File: src/hw/tmr_params.svh
// Constants for the 8-bit single-compare PWM timer
// Overview of operation
// - Count and compare values are 8-bit registers, processor readable and writable.
// - Tick comes from prescaler or external pin, with selectable edge.
// - Clock select zero stops the counter; the value holds.
// - Bottom flagged at 0x00, max flagged at 0xFF.
// - Top is 0xFF or the compare value, chosen by wave mode.
// - Each tick clears, increments or decrements the counter per mode.
// - Processor may read and write the count at any time.
// - Processor count write beats any clear or count that cycle.
// - Wave mode bits set counting sequence and waveform generation.
// - Overflow flag set at the mode-defined point; it may interrupt.
// - 8-bit comparator asserts match whenever count equals compare value.
// - Match flag is set at the tick after the match.
// - Match interrupt needs enable bit and global interrupt flag.
// - Match flag clears on service or on a written one.
// - Waveform output follows match, mode, compare output field, max, bottom.
// - Compare value double buffered in PWM modes only.
// - Buffered value moves to active register on the tick at max (0xFF) only.
// - Processor compare access hits buffer when buffered, else active register.
// - Force strobe in non-PWM modes acts on output only.
// - Count write blocks compare match on the following tick, even stopped; the CTC counter clear on that tick is not blocked.
// - Waveform output state keeps its value across mode changes.
// - Compare output field is unbuffered and acts at once.
// - Normal mode counts up, wraps 0xFF to 0x00, overflow at zero.
// - Clear-on-match mode clears counter on match; compare value is top.
// - Fast PWM counts bottom to max, then restarts at bottom.
// - Compare output field zero leaves the output alone on match.
`ifndef TMR_PARAMS_SVH
`define TMR_PARAMS_SVH
`define TMR_BOTTOM     8'h00
`define TMR_MAX        8'hff
`define TMR_RST_BYTE   8'h00
`define TMR_CS_STOP    3'h0
`define TMR_CS_PRE1    3'h1
`define TMR_CS_PRE8    3'h2
`define TMR_CS_PRE64   3'h3
`define TMR_CS_PRE256  3'h4
`define TMR_CS_PRE1024 3'h5
`define TMR_CS_EXT_FALL 3'h6
`define TMR_CS_EXT_RISE 3'h7
`define TMR_COM_NONE   2'h0
`define TMR_COM_TOGGLE 2'h1
`define TMR_COM_CLEAR  2'h2
`define TMR_COM_SET    2'h3
`define TMR_PRE_W      10
`endif

File: src/hw/tmr_pkg.sv
// Types for the 8-bit single-compare PWM timer
package tmr_pkg;
	typedef enum logic [1:0] {
		TMR_NORMAL = 2'h0,
		TMR_PHASE  = 2'h1,
		TMR_CTC    = 2'h2,
		TMR_FAST   = 2'h3
	} tmr_mode_e;
endpackage : tmr_pkg

File: src/hw/tmr_tick_sel.sv
// Timer tick source selection: prescaler taps and synchronised count pin
`timescale 1ns/1ps
`include "tmr_params.svh"
module tmr_tick_sel (
	input  wire logic       core_clk,
	input  wire logic       rst,
	input  wire logic [2:0] clock_select_field,
	input  wire logic       external_count_pin,
	output logic            timer_tick
);
	logic [`TMR_PRE_W-1:0] pre_reg;
	logic [2:0]            sync_reg;
	logic                  ext_lvl_reg;
	logic                  pre_hit;
	logic                  ext_rise;
	logic                  ext_fall;

	// ==========================================
	// Free running prescaler
	always_ff @(posedge core_clk or posedge rst) begin
		if (rst) begin
			pre_reg <= '0;
		end else begin
			pre_reg <= pre_reg + 1'b1;
		end
	end

	// ==========================================
	// Pin synchroniser; change counts when stages two and three agree
	always_ff @(posedge core_clk or posedge rst) begin
		if (rst) begin
			sync_reg    <= 3'h0;
			ext_lvl_reg <= 1'b0;
		end else begin
			sync_reg <= {sync_reg[1:0], external_count_pin};
			if (sync_reg[1] == sync_reg[2]) begin
				ext_lvl_reg <= sync_reg[2];
			end
		end
	end

	assign ext_rise = (sync_reg[1] == sync_reg[2]) && sync_reg[2] && !ext_lvl_reg;
	assign ext_fall = (sync_reg[1] == sync_reg[2]) && !sync_reg[2] && ext_lvl_reg;

	always_comb begin
		case (clock_select_field)
			`TMR_CS_PRE1:     pre_hit = 1'b1;
			`TMR_CS_PRE8:     pre_hit = (pre_reg[2:0] == 3'h7);
			`TMR_CS_PRE64:    pre_hit = (pre_reg[5:0] == 6'h3f);
			`TMR_CS_PRE256:   pre_hit = (pre_reg[7:0] == 8'hff);
			`TMR_CS_PRE1024:  pre_hit = (pre_reg == 10'h3ff);
			`TMR_CS_EXT_FALL: pre_hit = ext_fall;
			`TMR_CS_EXT_RISE: pre_hit = ext_rise;
			default:          pre_hit = 1'b0;
		endcase
	end

	assign timer_tick = pre_hit;
endmodule : tmr_tick_sel

File: src/hw/tmr_wave.sv
// Waveform output state machine
`timescale 1ns/1ps
`include "tmr_params.svh"
module tmr_wave (
	input  wire logic       core_clk,
	input  wire logic       rst,
	input  wire logic [1:0] wave_mode_field,
	input  wire logic [1:0] compare_output_field,
	input  wire logic       match_event,
	input  wire logic       force_event,
	input  wire logic       bottom_event,
	input  wire logic       up_dir,
	output logic            waveform_output
);
	logic wave_reg;
	logic wave_next;
	logic pwm;

	assign pwm = wave_mode_field[0];

	always_comb begin
		wave_next = wave_reg;
		if (!pwm && (match_event || force_event)) begin
			case (compare_output_field)
				`TMR_COM_TOGGLE: wave_next = !wave_reg;
				`TMR_COM_CLEAR:  wave_next = 1'b0;
				`TMR_COM_SET:    wave_next = 1'b1;
				default:         wave_next = wave_reg;
			endcase
		end else if (pwm && compare_output_field[1]) begin
			if (match_event) begin
				// Non-inverting clears on up match, sets on down match
				wave_next = compare_output_field[0] ^ !up_dir;
				if (wave_mode_field == tmr_pkg::TMR_FAST) begin
					wave_next = compare_output_field[0];
				end
			end else if (bottom_event && wave_mode_field == tmr_pkg::TMR_FAST) begin
				wave_next = !compare_output_field[0];
			end
		end
	end

	always_ff @(posedge core_clk or posedge rst) begin
		if (rst) begin
			wave_reg <= 1'b0;
		end else begin
			wave_reg <= wave_next;
		end
	end

	assign waveform_output = wave_reg;
endmodule : tmr_wave

File: src/hw/tmr_top.sv
// Top of the 8-bit single-compare PWM timer
`timescale 1ns/1ps
`include "tmr_params.svh"
module tmr_top (
	input  wire logic       core_clk,
	input  wire logic       rst,
	input  wire logic       external_count_pin,
	input  wire logic [2:0] clock_select_field,
	input  wire logic [1:0] wave_mode_field,
	input  wire logic [1:0] compare_output_field,
	input  wire logic       force_match_strobe,
	input  wire logic       count_wr,
	input  wire logic [7:0] count_wdata,
	input  wire logic       compare_wr,
	input  wire logic [7:0] compare_wdata,
	input  wire logic       flag_wr,
	input  wire logic [1:0] flag_wdata,
	input  wire logic       mask_wr,
	input  wire logic [1:0] mask_wdata,
	input  wire logic       global_irq_enable,
	input  wire logic       overflow_irq_ack,
	input  wire logic       match_irq_ack,
	output logic [7:0]      count_value,
	output logic [7:0]      compare_value,
	output logic [1:0]      timer_flag_register,
	output logic [1:0]      timer_mask_register,
	output logic            overflow_irq,
	output logic            match_irq,
	output logic            waveform_output
);
	logic [7:0] count_reg;
	logic [7:0] count_next;
	logic [7:0] compare_reg;
	logic [7:0] compare_buf_reg;
	logic       up_reg;
	logic       up_next;
	logic       ovf_reg;
	logic       match_flag_reg;
	logic [1:0] mask_reg;
	logic       block_reg;
	logic       timer_tick;
	logic       match;
	logic       match_event;
	logic       ovf_event;
	logic       top_hit;
	logic       double_buf;
	logic [7:0] top_value;
	tmr_pkg::tmr_mode_e mode;

	assign mode       = tmr_pkg::tmr_mode_e'(wave_mode_field);
	assign double_buf = wave_mode_field[0];
	assign match      = (count_reg == compare_reg);

	// ==========================================
	// Tick source
	tmr_tick_sel u_tick (
		.core_clk           (core_clk),
		.rst                (rst),
		.clock_select_field (clock_select_field),
		.external_count_pin (external_count_pin),
		.timer_tick         (timer_tick)
	);

	// ==========================================
	// Counting sequence
	always_comb begin
		top_value = (mode == tmr_pkg::TMR_CTC) ? compare_reg : `TMR_MAX;
		top_hit   = (count_reg == top_value);
	end

	always_comb begin
		count_next = count_reg;
		up_next    = up_reg;
		ovf_event  = 1'b0;
		if (timer_tick) begin
			case (mode)
				tmr_pkg::TMR_NORMAL: begin
					count_next = count_reg + 8'h01;
					ovf_event  = (count_reg == `TMR_MAX);
				end
				tmr_pkg::TMR_CTC: begin
					if (match) begin
						count_next = `TMR_BOTTOM;
					end else begin
						count_next = count_reg + 8'h01;
					end
					ovf_event = (count_reg == `TMR_MAX);
				end
				tmr_pkg::TMR_FAST: begin
					if (count_reg == `TMR_MAX) begin
						count_next = `TMR_BOTTOM;
					end else begin
						count_next = count_reg + 8'h01;
					end
					ovf_event = (count_reg == `TMR_MAX);
				end
				tmr_pkg::TMR_PHASE: begin
					if (up_reg && count_reg == `TMR_MAX) begin
						up_next    = 1'b0;
						count_next = count_reg - 8'h01;
					end else if (!up_reg && count_reg == `TMR_BOTTOM) begin
						up_next    = 1'b1;
						count_next = count_reg + 8'h01;
						ovf_event  = 1'b1;
					end else if (up_reg) begin
						count_next = count_reg + 8'h01;
					end else begin
						count_next = count_reg - 8'h01;
					end
				end
				default: count_next = count_reg;
			endcase
		end
		if (mode != tmr_pkg::TMR_PHASE) begin
			up_next = 1'b1;
		end
		if (count_wr) begin
			count_next = count_wdata;
		end
	end

	always_ff @(posedge core_clk or posedge rst) begin
		if (rst) begin
			count_reg <= `TMR_RST_BYTE;
			up_reg    <= 1'b1;
		end else begin
			count_reg <= count_next;
			up_reg    <= up_next;
		end
	end

	// ==========================================
	// Match blocking after a count write
	always_ff @(posedge core_clk or posedge rst) begin
		if (rst) begin
			block_reg <= 1'b0;
		end else if (count_wr) begin
			block_reg <= 1'b1;
		end else if (timer_tick) begin
			block_reg <= 1'b0;
		end
	end

	// Match is acted on at the tick that follows equality
	assign match_event = timer_tick && match && !block_reg && !count_wr;

	// ==========================================
	// Compare value and its buffer
	always_ff @(posedge core_clk or posedge rst) begin
		if (rst) begin
			compare_reg     <= `TMR_RST_BYTE;
			compare_buf_reg <= `TMR_RST_BYTE;
		end else begin
			if (compare_wr) begin
				compare_buf_reg <= compare_wdata;
			end
			if (!double_buf && compare_wr) begin
				compare_reg <= compare_wdata;
			end else if (double_buf && timer_tick) begin
				// Fast PWM loads at max, phase correct at max turnaround
				if (count_reg == `TMR_MAX) begin
					compare_reg <= compare_buf_reg;
				end
			end
		end
	end

	assign compare_value = double_buf ? compare_buf_reg : compare_reg;

	// ==========================================
	// Flags and masks
	always_ff @(posedge core_clk or posedge rst) begin
		if (rst) begin
			ovf_reg        <= 1'b0;
			match_flag_reg <= 1'b0;
		end else begin
			if (ovf_event) begin
				ovf_reg <= 1'b1;
			end else if (overflow_irq_ack || (flag_wr && flag_wdata[0])) begin
				ovf_reg <= 1'b0;
			end
			if (match_event) begin
				match_flag_reg <= 1'b1;
			end else if (match_irq_ack || (flag_wr && flag_wdata[1])) begin
				match_flag_reg <= 1'b0;
			end
		end
	end

	always_ff @(posedge core_clk or posedge rst) begin
		if (rst) begin
			mask_reg <= 2'h0;
		end else if (mask_wr) begin
			mask_reg <= mask_wdata;
		end
	end

	assign match_irq    = match_flag_reg && mask_reg[1] && global_irq_enable;
	assign overflow_irq = ovf_reg && mask_reg[0] && global_irq_enable;

	// ==========================================
	// Waveform generator
	tmr_wave u_wave (
		.core_clk             (core_clk),
		.rst                  (rst),
		.wave_mode_field      (wave_mode_field),
		.compare_output_field (compare_output_field),
		.match_event          (match_event),
		.force_event          (force_match_strobe),
		.bottom_event         (timer_tick && count_reg == `TMR_MAX),
		.up_dir               (up_reg),
		.waveform_output      (waveform_output)
	);

	assign count_value         = count_reg;
	assign timer_flag_register = {match_flag_reg, ovf_reg};
	assign timer_mask_register = mask_reg;
endmodule : tmr_top

File: config.mk
export PLATFORM = sky130hd
export DESIGN_NAME = tmr_top
export DESIGN_NICKNAME = d
export VERILOG_FILES = /design/src/hw/tmr_pkg.sv /design/src/hw/tmr_tick_sel.sv /design/src/hw/tmr_wave.sv /design/src/hw/tmr_top.sv
export VERILOG_INCLUDE_DIRS = /design/src /design/src/hw
export SDC_FILE = /design/constraint.sdc
export NUM_CORES = 1
export LEC_CHECK = 0
export ABC_AREA = 1
export BUFFER_PORTS_ARGS = -buffer_cell sky130_fd_sc_hd__buf_2
export CELL_PAD_IN_SITES_DETAIL_PLACEMENT = 2
export CELL_PAD_IN_SITES_GLOBAL_PLACEMENT = 2
export CORE_MARGIN = 5
export CORE_UTILIZATION = 25
export CTS_BUF_LIST = sky130_fd_sc_hd__clkbuf_2
export CTS_CLUSTER_SIZE = 16
export DETAILED_ROUTE_END_ITERATION = 7
export PLACE_DENSITY = 0.72
export SLEW_MARGIN = 5
export SYNTH_ARGS = -nofsm -noshare
export SYNTH_HDL_FRONTEND = slang
export SYNTH_SLANG_ARGS = --single-unit
File: constraint.sdc
create_clock -name core_clk -period 2.35 [get_ports core_clk]
set_input_delay 0.47 -clock core_clk [delete_from_list [all_inputs] [get_ports core_clk]]
set_output_delay 0.47 -clock core_clk [all_outputs]
set_load 0.01 [all_outputs]
==> out/qor.yml, run 1 <==
period_minus_slack_ns: 1.99
status: "completed"
path_max_fanout: 9
power_frac_seq_pct: 49.5
drive_gt1_share_pct: 22.9
crit_buf_inv: 1
relSlewSlack_pct: 57.1
ant_nets: 0
comb_power_share_pct: 31.4
fmax_ghz: 0.503
grt_pass1_wl_mm: 14.8
worstReg2RegStart: "u_tick.pre_reg[0]"
remaining_drc_errors: 0
cts_hold_buf: 0
num-fill-cells: 1362
clkPwrFrac_pct: 19.1
p_int_w: 0.00114
vias: 2736
synth_warnings: 0
synth_edf_count: 0
async_flop_share_pct: 100
htreeDepth: 2
clock_latency_ns: 0.43
track_usage_pct: 13.7
netlist_area_um2: 2870
cts_buffers: 5
ctsResizeCount: 0
core_area_um2: 11300
antenna_found_initial: 1
cts_sinks: 45
end_kind: "flip-flop"
gp_congestion: 0.815
drt_iter0_drc: 41
crit_path_cell_trace: "ha_1 -> ha_1 -> nand3_1 -> nand2_1 -> nor2_1 -> nor2_2 -> nand2_4 -> nand2_2 -> inv_2 -> nor2_1 -> nand2_1 -> o21ai_0"
cts_tree: "yes"
synth_seq_cells: 45
synthFlopType: "dfrtp_1"
dpl_worst_slack_ns: 0.303
areaGrowthSynthToFinish_pct: 18.0
max_cap_viol_count: 0
synth_area_leaders: "dfrtp_1 (38%), nand2_1 (14%), inv_1 (6.2%)"
vias_per_cell: 4.58
ys_seq_area_share_pct: 39.3
largest_register_ffs: 10
dr.pass1.iters: 4
setup_viol: 0
slew_violations: 0
num_io_pins: 61
port_buffers: 60
start_util_pct: 25.3
dp_hpwl_mm: 7.22
r2r_setup_slack_ns: 0.36
critical_path_arrival_ns: 2.34
worstSetupStartpointType: "flip-flop"
fin_skew_ns: 0.0319
p_leak_nw: 1.71
crit_family: "simple AND/OR/NAND/NOR gates"
nNetsFinal: 497
synth_cell_types: 38
grt_max_degree: 29
hold-worst-slack_ns: 0.0338
synth_common_cells: "nand2_1 (107), inv_1 (47), dfrtp_1 (44)"
cts.reportedPaths.clkPinSlew_ns: 0.27
power_switching_share_pct: 38.9
synthCells: 391
power.density_nw_per_um2: 552
hold_path.class: "input port to async pin"
routed_wl_mm: 8.87
syn_avg_cell_area_um2: 7.33
root_buffer: "clkbuf_2"
yosysMostFrequentCell: "nand2_1"
die_h_um: 117
die_w_um: 117
rsz0062_at_grt: "no"
synth_top_area_share_pct: 38.4
setup_slack_ns: 0.362
crit_path_top_delay_cell: "dfrtp_1"
post_cts_buffers: 0
yosysTopAreaCell: "dfrtp_1"
final.setup.tns_ns: 0
rows: 39
grt_pass1_vias: 3009
reg2regPathDepth: 12
clockBufferDepth: 2
rr_endpoint: "count_value[7]"
critPathMaxStageDelay_ns: 0.45
period_share_pct: 84.6
hold_viol: 0
path_class: "flip-flop to flip-flop"
synth_fp_nets: 435
vdd_ir_drop_max_mv: 0.198
die_area_um2: 13700
switchingPower_w: 0.000727
worstPathRequired_ns: 2.70
avgRoutedWirePerCell_um: 14.8
overflow: 0
tightest_slew_ns: 0.640
logic make-up after synthesis:
family | share of synthesized area [%]
adders and majority gates | 2.62
buffers and inverters | 8.81
xor gates and xnor gates | 5.80
DFF | 39.3
and+or+nand+nor | 28.7
AOI/OAI and AO/OA | 14.8
layer usage:
metal	global-route usage (%)	vias to the layer above	share of wire, %
met5	0	-	0
met4	3.21	0	1.2
met3	1.90	7	3.2
met2	24.2	43	50
met1	17.6	1315	46
li1	-	1371	-
stage by stage:
step | util (%) | instance area, um^2 | cells | power, W
finish | 29.9 | 3380 | 598 | 0.00187
CTS | 29.9 | 3380 | 597 | 0.00192
floorplan | - | 2870 | 391 | 0.00131
detailed placement | 29.5 | 3340 | 589 | 0.00154
global placement | 29.5 | 3340 | 589 | 0.00151
global route | 29.9 | 3380 | 598 | 0.00202
worst max path at each step:
stage                                  from             end  depth (start not counted)
after floorplan           u_tick.pre_reg[0]  compare_reg[0]                         13
after global placement    u_tick.pre_reg[0]  count_value[7]                         12
after detailed placement  u_tick.pre_reg[0]  count_value[7]                         12
after CTS                 u_tick.pre_reg[0]  count_value[7]                         12
after global routing      u_tick.pre_reg[0]  count_value[7]                         12
final                     u_tick.pre_reg[0]  count_value[7]                         12
layout by cell type, fill, tap and decap left out, types with 5 or more instances in the layout:
cell      netlist  layout
nand2_1       107     107
buf_2           1      60
inv_1          47      46
dfrtp_1        44      44
nor2_1         37      37
o21ai_0        32      32
nand3_1        20      20
xor2_1         13      13
o21ai_1        11      11
a21oi_1         7       7
o22ai_1         7       7
nand2_2         6       6
xnor2_1         6       6
ha_1            6       6
clkbuf_2        0       6
inv_2           4       5
power by group through the flow:
| stage | Clock [W] | Sequential [W] | Combinational, W |
|---|---|---|---|
| 2_1_floorplan | 0 | 0.000925 | 0.000381 |
| 3_3_place_gp | 0 | 0.000936 | 0.000573 |
| 3_5_place_dp | 0 | 0.000940 | 0.000597 |
| 4_1_cts | 0.000394 | 0.000926 | 0.000602 |
| 5_1_grt | 0.000414 | 0.000939 | 0.000672 |
| 6_report | 0.000358 | 0.000924 | 0.000586 |
final cells by class:
cell class                      count  area (um^2)  area share [%]
Antenna cell                        1         2.50          0.0740
Clock buffer                        6         30.0           0.888
Clock inverter                      2         15.0           0.444
Inverter                           51          191            5.66
Multi-Input combinational cell    285         1490            44.0
Sequential cell                    45         1130            33.3
Tap cell                          143          179            5.29
Timing Repair Buffer               65          350            10.4
No activity file was read; power rests on OpenSTA's default activity.
==> inputs of run 2 (changes only) <==
clock period = 2 ns   (was 2.35 ns; I/O delays follow)
==> run 2 against run 1 <==
Against the previous run:
- fmax up 5.6%
- sequential share of layout area down 1.6 points
- utilization up 1.6 points
- first-iteration DRC count up 59%
- cell area up 5.4%
- count of clock-buffer cells in the layout down 1
- critical path depth down 2
- non-clock buffer count up 14
- critical endpoint unchanged
==> out/qor.yml, run 2 (synthesis results as in run 1) <==
remaining_drc_errors: 0  # unchanged
switchingPower_w: 0.000865  # was 0.000727 W
hold_depth: 2
clock_latency_ns: 0.44  # was 0.43 ns
dp.cells: 594  # was 589
mostFrequentLayoutCells: "nand2_1 (107), buf_2 (60), inv_1 (45)"  # was nand2_1 (107), buf_2 (60), inv_1 (46)
antenna_found_initial: 1  # unchanged
grt_pass1_wl_mm: 15.0  # was 14.8 mm
areaGrowthSynthToFinish_pct: 24.3  # was 18.0%
hold_viol: 0  # unchanged
hold_path.class: "input port to flip-flop"  # was input port to async pin
r2r_setup_slack_ns: 0.12  # was 0.36 ns
slew_violations: 0  # unchanged
dpl_worst_slack_ns: 0.0381  # was 0.303 ns
worstReg2RegStart: "count_value[1]"  # was u_tick.pre_reg[0]
vdd_ir_drop_max_mv: 0.292  # was 0.198 mV
drt_iter0_drc: 65  # was 41
gp_congestion: 0.834  # was 0.815
cts_buffers: 5  # unchanged
final_core_util_pct: 31.5  # was 29.9%
p_int_w: 0.00149  # was 0.00114 W
nNetsFinal: 512  # was 497
dr.pass1.iters: 4  # unchanged
cts_tree: "yes"  # unchanged
fmax_ghz: 0.531  # was 0.503 GHz
max_cap_viol_count: 0  # unchanged
path_max_fanout: 6  # was 9
die_w_um: 117  # unchanged
clkPwrFrac_pct: 22.5  # was 19.1%
grt_pass1_vias: 3052  # was 3009
vias_per_cell: 4.67  # was 4.58
rr_endpoint: "count_value[7]"  # unchanged
comb_power_share_pct: 31.0  # was 31.4%
period_minus_slack_ns: 1.88  # was 1.99 ns
die_h_um: 117  # unchanged
cp-startpoint: "count_value[1]"  # was u_tick.pre_reg[0]
routed_wl_mm: 9.32  # was 8.87 mm
final_common_cell: "nand2_1"  # unchanged
setup_slack_ns: 0.118  # was 0.362 ns
avgRoutedWirePerCell_um: 15.2  # was 14.8 um
tightest_slew_ns: 0.532  # was 0.640 ns
die_area_um2: 13700  # unchanged
end_kind: "flip-flop"  # unchanged
start_util_pct: 25.3  # unchanged
largest_register_ffs: 10  # unchanged
grt_max_degree: 29  # unchanged
reg2regPathDepth: 10  # was 12
power.density_nw_per_um2: 660  # was 552 nW/um^2
port_buffers: 60  # unchanged
path_class: "flip-flop to flip-flop"  # unchanged
dp_hpwl_mm: 7.40  # was 7.22 mm
fin_cells: 612  # was 598
clockBufferDepth: 2  # unchanged
overflow: 0  # unchanged
num-fill-cells: 1345  # was 1362
cts_sinks: 45  # unchanged
worstPathRequired_ns: 2.35  # was 2.70 ns
hold-worst-slack_ns: 0.153  # was 0.0338 ns
worstSetupStartpointType: "flip-flop"  # unchanged
ant_nets: 0  # unchanged
period_share_pct: 94.1  # was 84.6%
critical_path_arrival_ns: 2.23  # was 2.34 ns
min_to: "timer_mask_register[1]"
track_usage_pct: 14.0  # was 13.7%
vias: 2858  # was 2736
relSlewSlack_pct: 64.5  # was 57.1%
fin_skew_ns: 0.0173  # was 0.0319 ns
htreeDepth: 2  # unchanged
rows: 39  # unchanged
p_leak_nw: 1.81  # was 1.71 nW
power_switching_share_pct: 36.7  # was 38.9%
cts.reportedPaths.clkPinSlew_ns: 0.26  # was 0.27 ns
status: "completed"  # unchanged
drive_gt1_share_pct: 26.5  # was 22.9%
root_buffer: "clkbuf_2"  # unchanged
core_area_um2: 11300  # unchanged
power_frac_seq_pct: 46.5  # was 49.5%
num_io_pins: 61  # unchanged
setup_viol: 0  # unchanged
min-delay-start: "mask_wr"
run 2: changes by cell type in the layout (fill, tap and decap cells not counted), sizes merged:
cell,change
buf,+12
o21ai,+1
clkinv,+1
clkinvlp,-2
dlygate4sd3,+2
clkbuf,-1
bufinv,+1
run 2: final cells by class:
cell class	instances	area [um^2]	share of cell area [%]
multi-input combinational	286	1540	43.1
sequential	45	1130	31.7
timing repair buffer	79	460	12.9
inverter	51	194	5.44
tap	143	179	5.02
clock inverter	2	35.0	0.983
clock buffer	5	25.0	0.702
antenna	1	2.50	0.0702
run 2: power by group through the flow:
stage / Clock (W) / Sequential, W / Combinational [W]
after floorplan: 0 / 0.00109 / 0.000448
after global placement: 0 / 0.00111 / 0.000685
after detailed placement: 0 / 0.00111 / 0.000710
after CTS: 0.000573 / 0.00110 / 0.000716
after global routing: 0.000591 / 0.00111 / 0.000832
final: 0.000530 / 0.00109 / 0.000730
run 2: critical path, cell delays in order (launching register included):
cell	delay, ns
dfrtp_1	0.48
inv_2	0.14
ha_1	0.19
nand3_1	0.11
or2_4	0.28
nand3_2	0.14
inv_1	0.09
a31oi_2	0.15
nand2_1	0.07
nand2_1	0.05
o21ai_0	0.08
run 2: through the flow:
step,instance area [um^2],total power [W],setup TNS (ns)
2_1_floorplan,2870,0.00154,0
6_report,3560,0.00235,0
3_3_place_gp,3370,0.00179,0
5_1_grt,3560,0.00254,-0.160
3_5_place_dp,3370,0.00182,0
4_1_cts,3450,0.00238,0
run 2: how the worst max path moves through the flow:
stage | end | slack (ns) | cells past startpoint
finish | count_value[7] | 0.12 | 10
floorplan | compare_reg[0] | 0.25 | 13
global route | compare_reg[5] | -0.05 | 12
CTS | count_value[7] | 0.02 | 10
detailed placement | compare_reg[7] | 0.04 | 12
global placement | count_value[7] | 0.09 | 12
run 2: what timing repair did:
action,CTS,global route
cloned,0,1
pin swaps,0,2
buffers inserted,1,6
gates resized for setup,0,13
hold endpoints to repair,21,1
hold buffers,1,1
endpoints found under the setup margin,1,17
run 2: routing by layer:
layer / GRT usage [%] / part of all wire [%] / vias to the layer above
met5: 0 / 0 / -
met4: 4.51 / 1.5 / 0
met3: 2.26 / 4.2 / 8
met2: 24.8 / 51 / 55
met1: 17.2 / 43 / 1394
li1: - / - / 1401
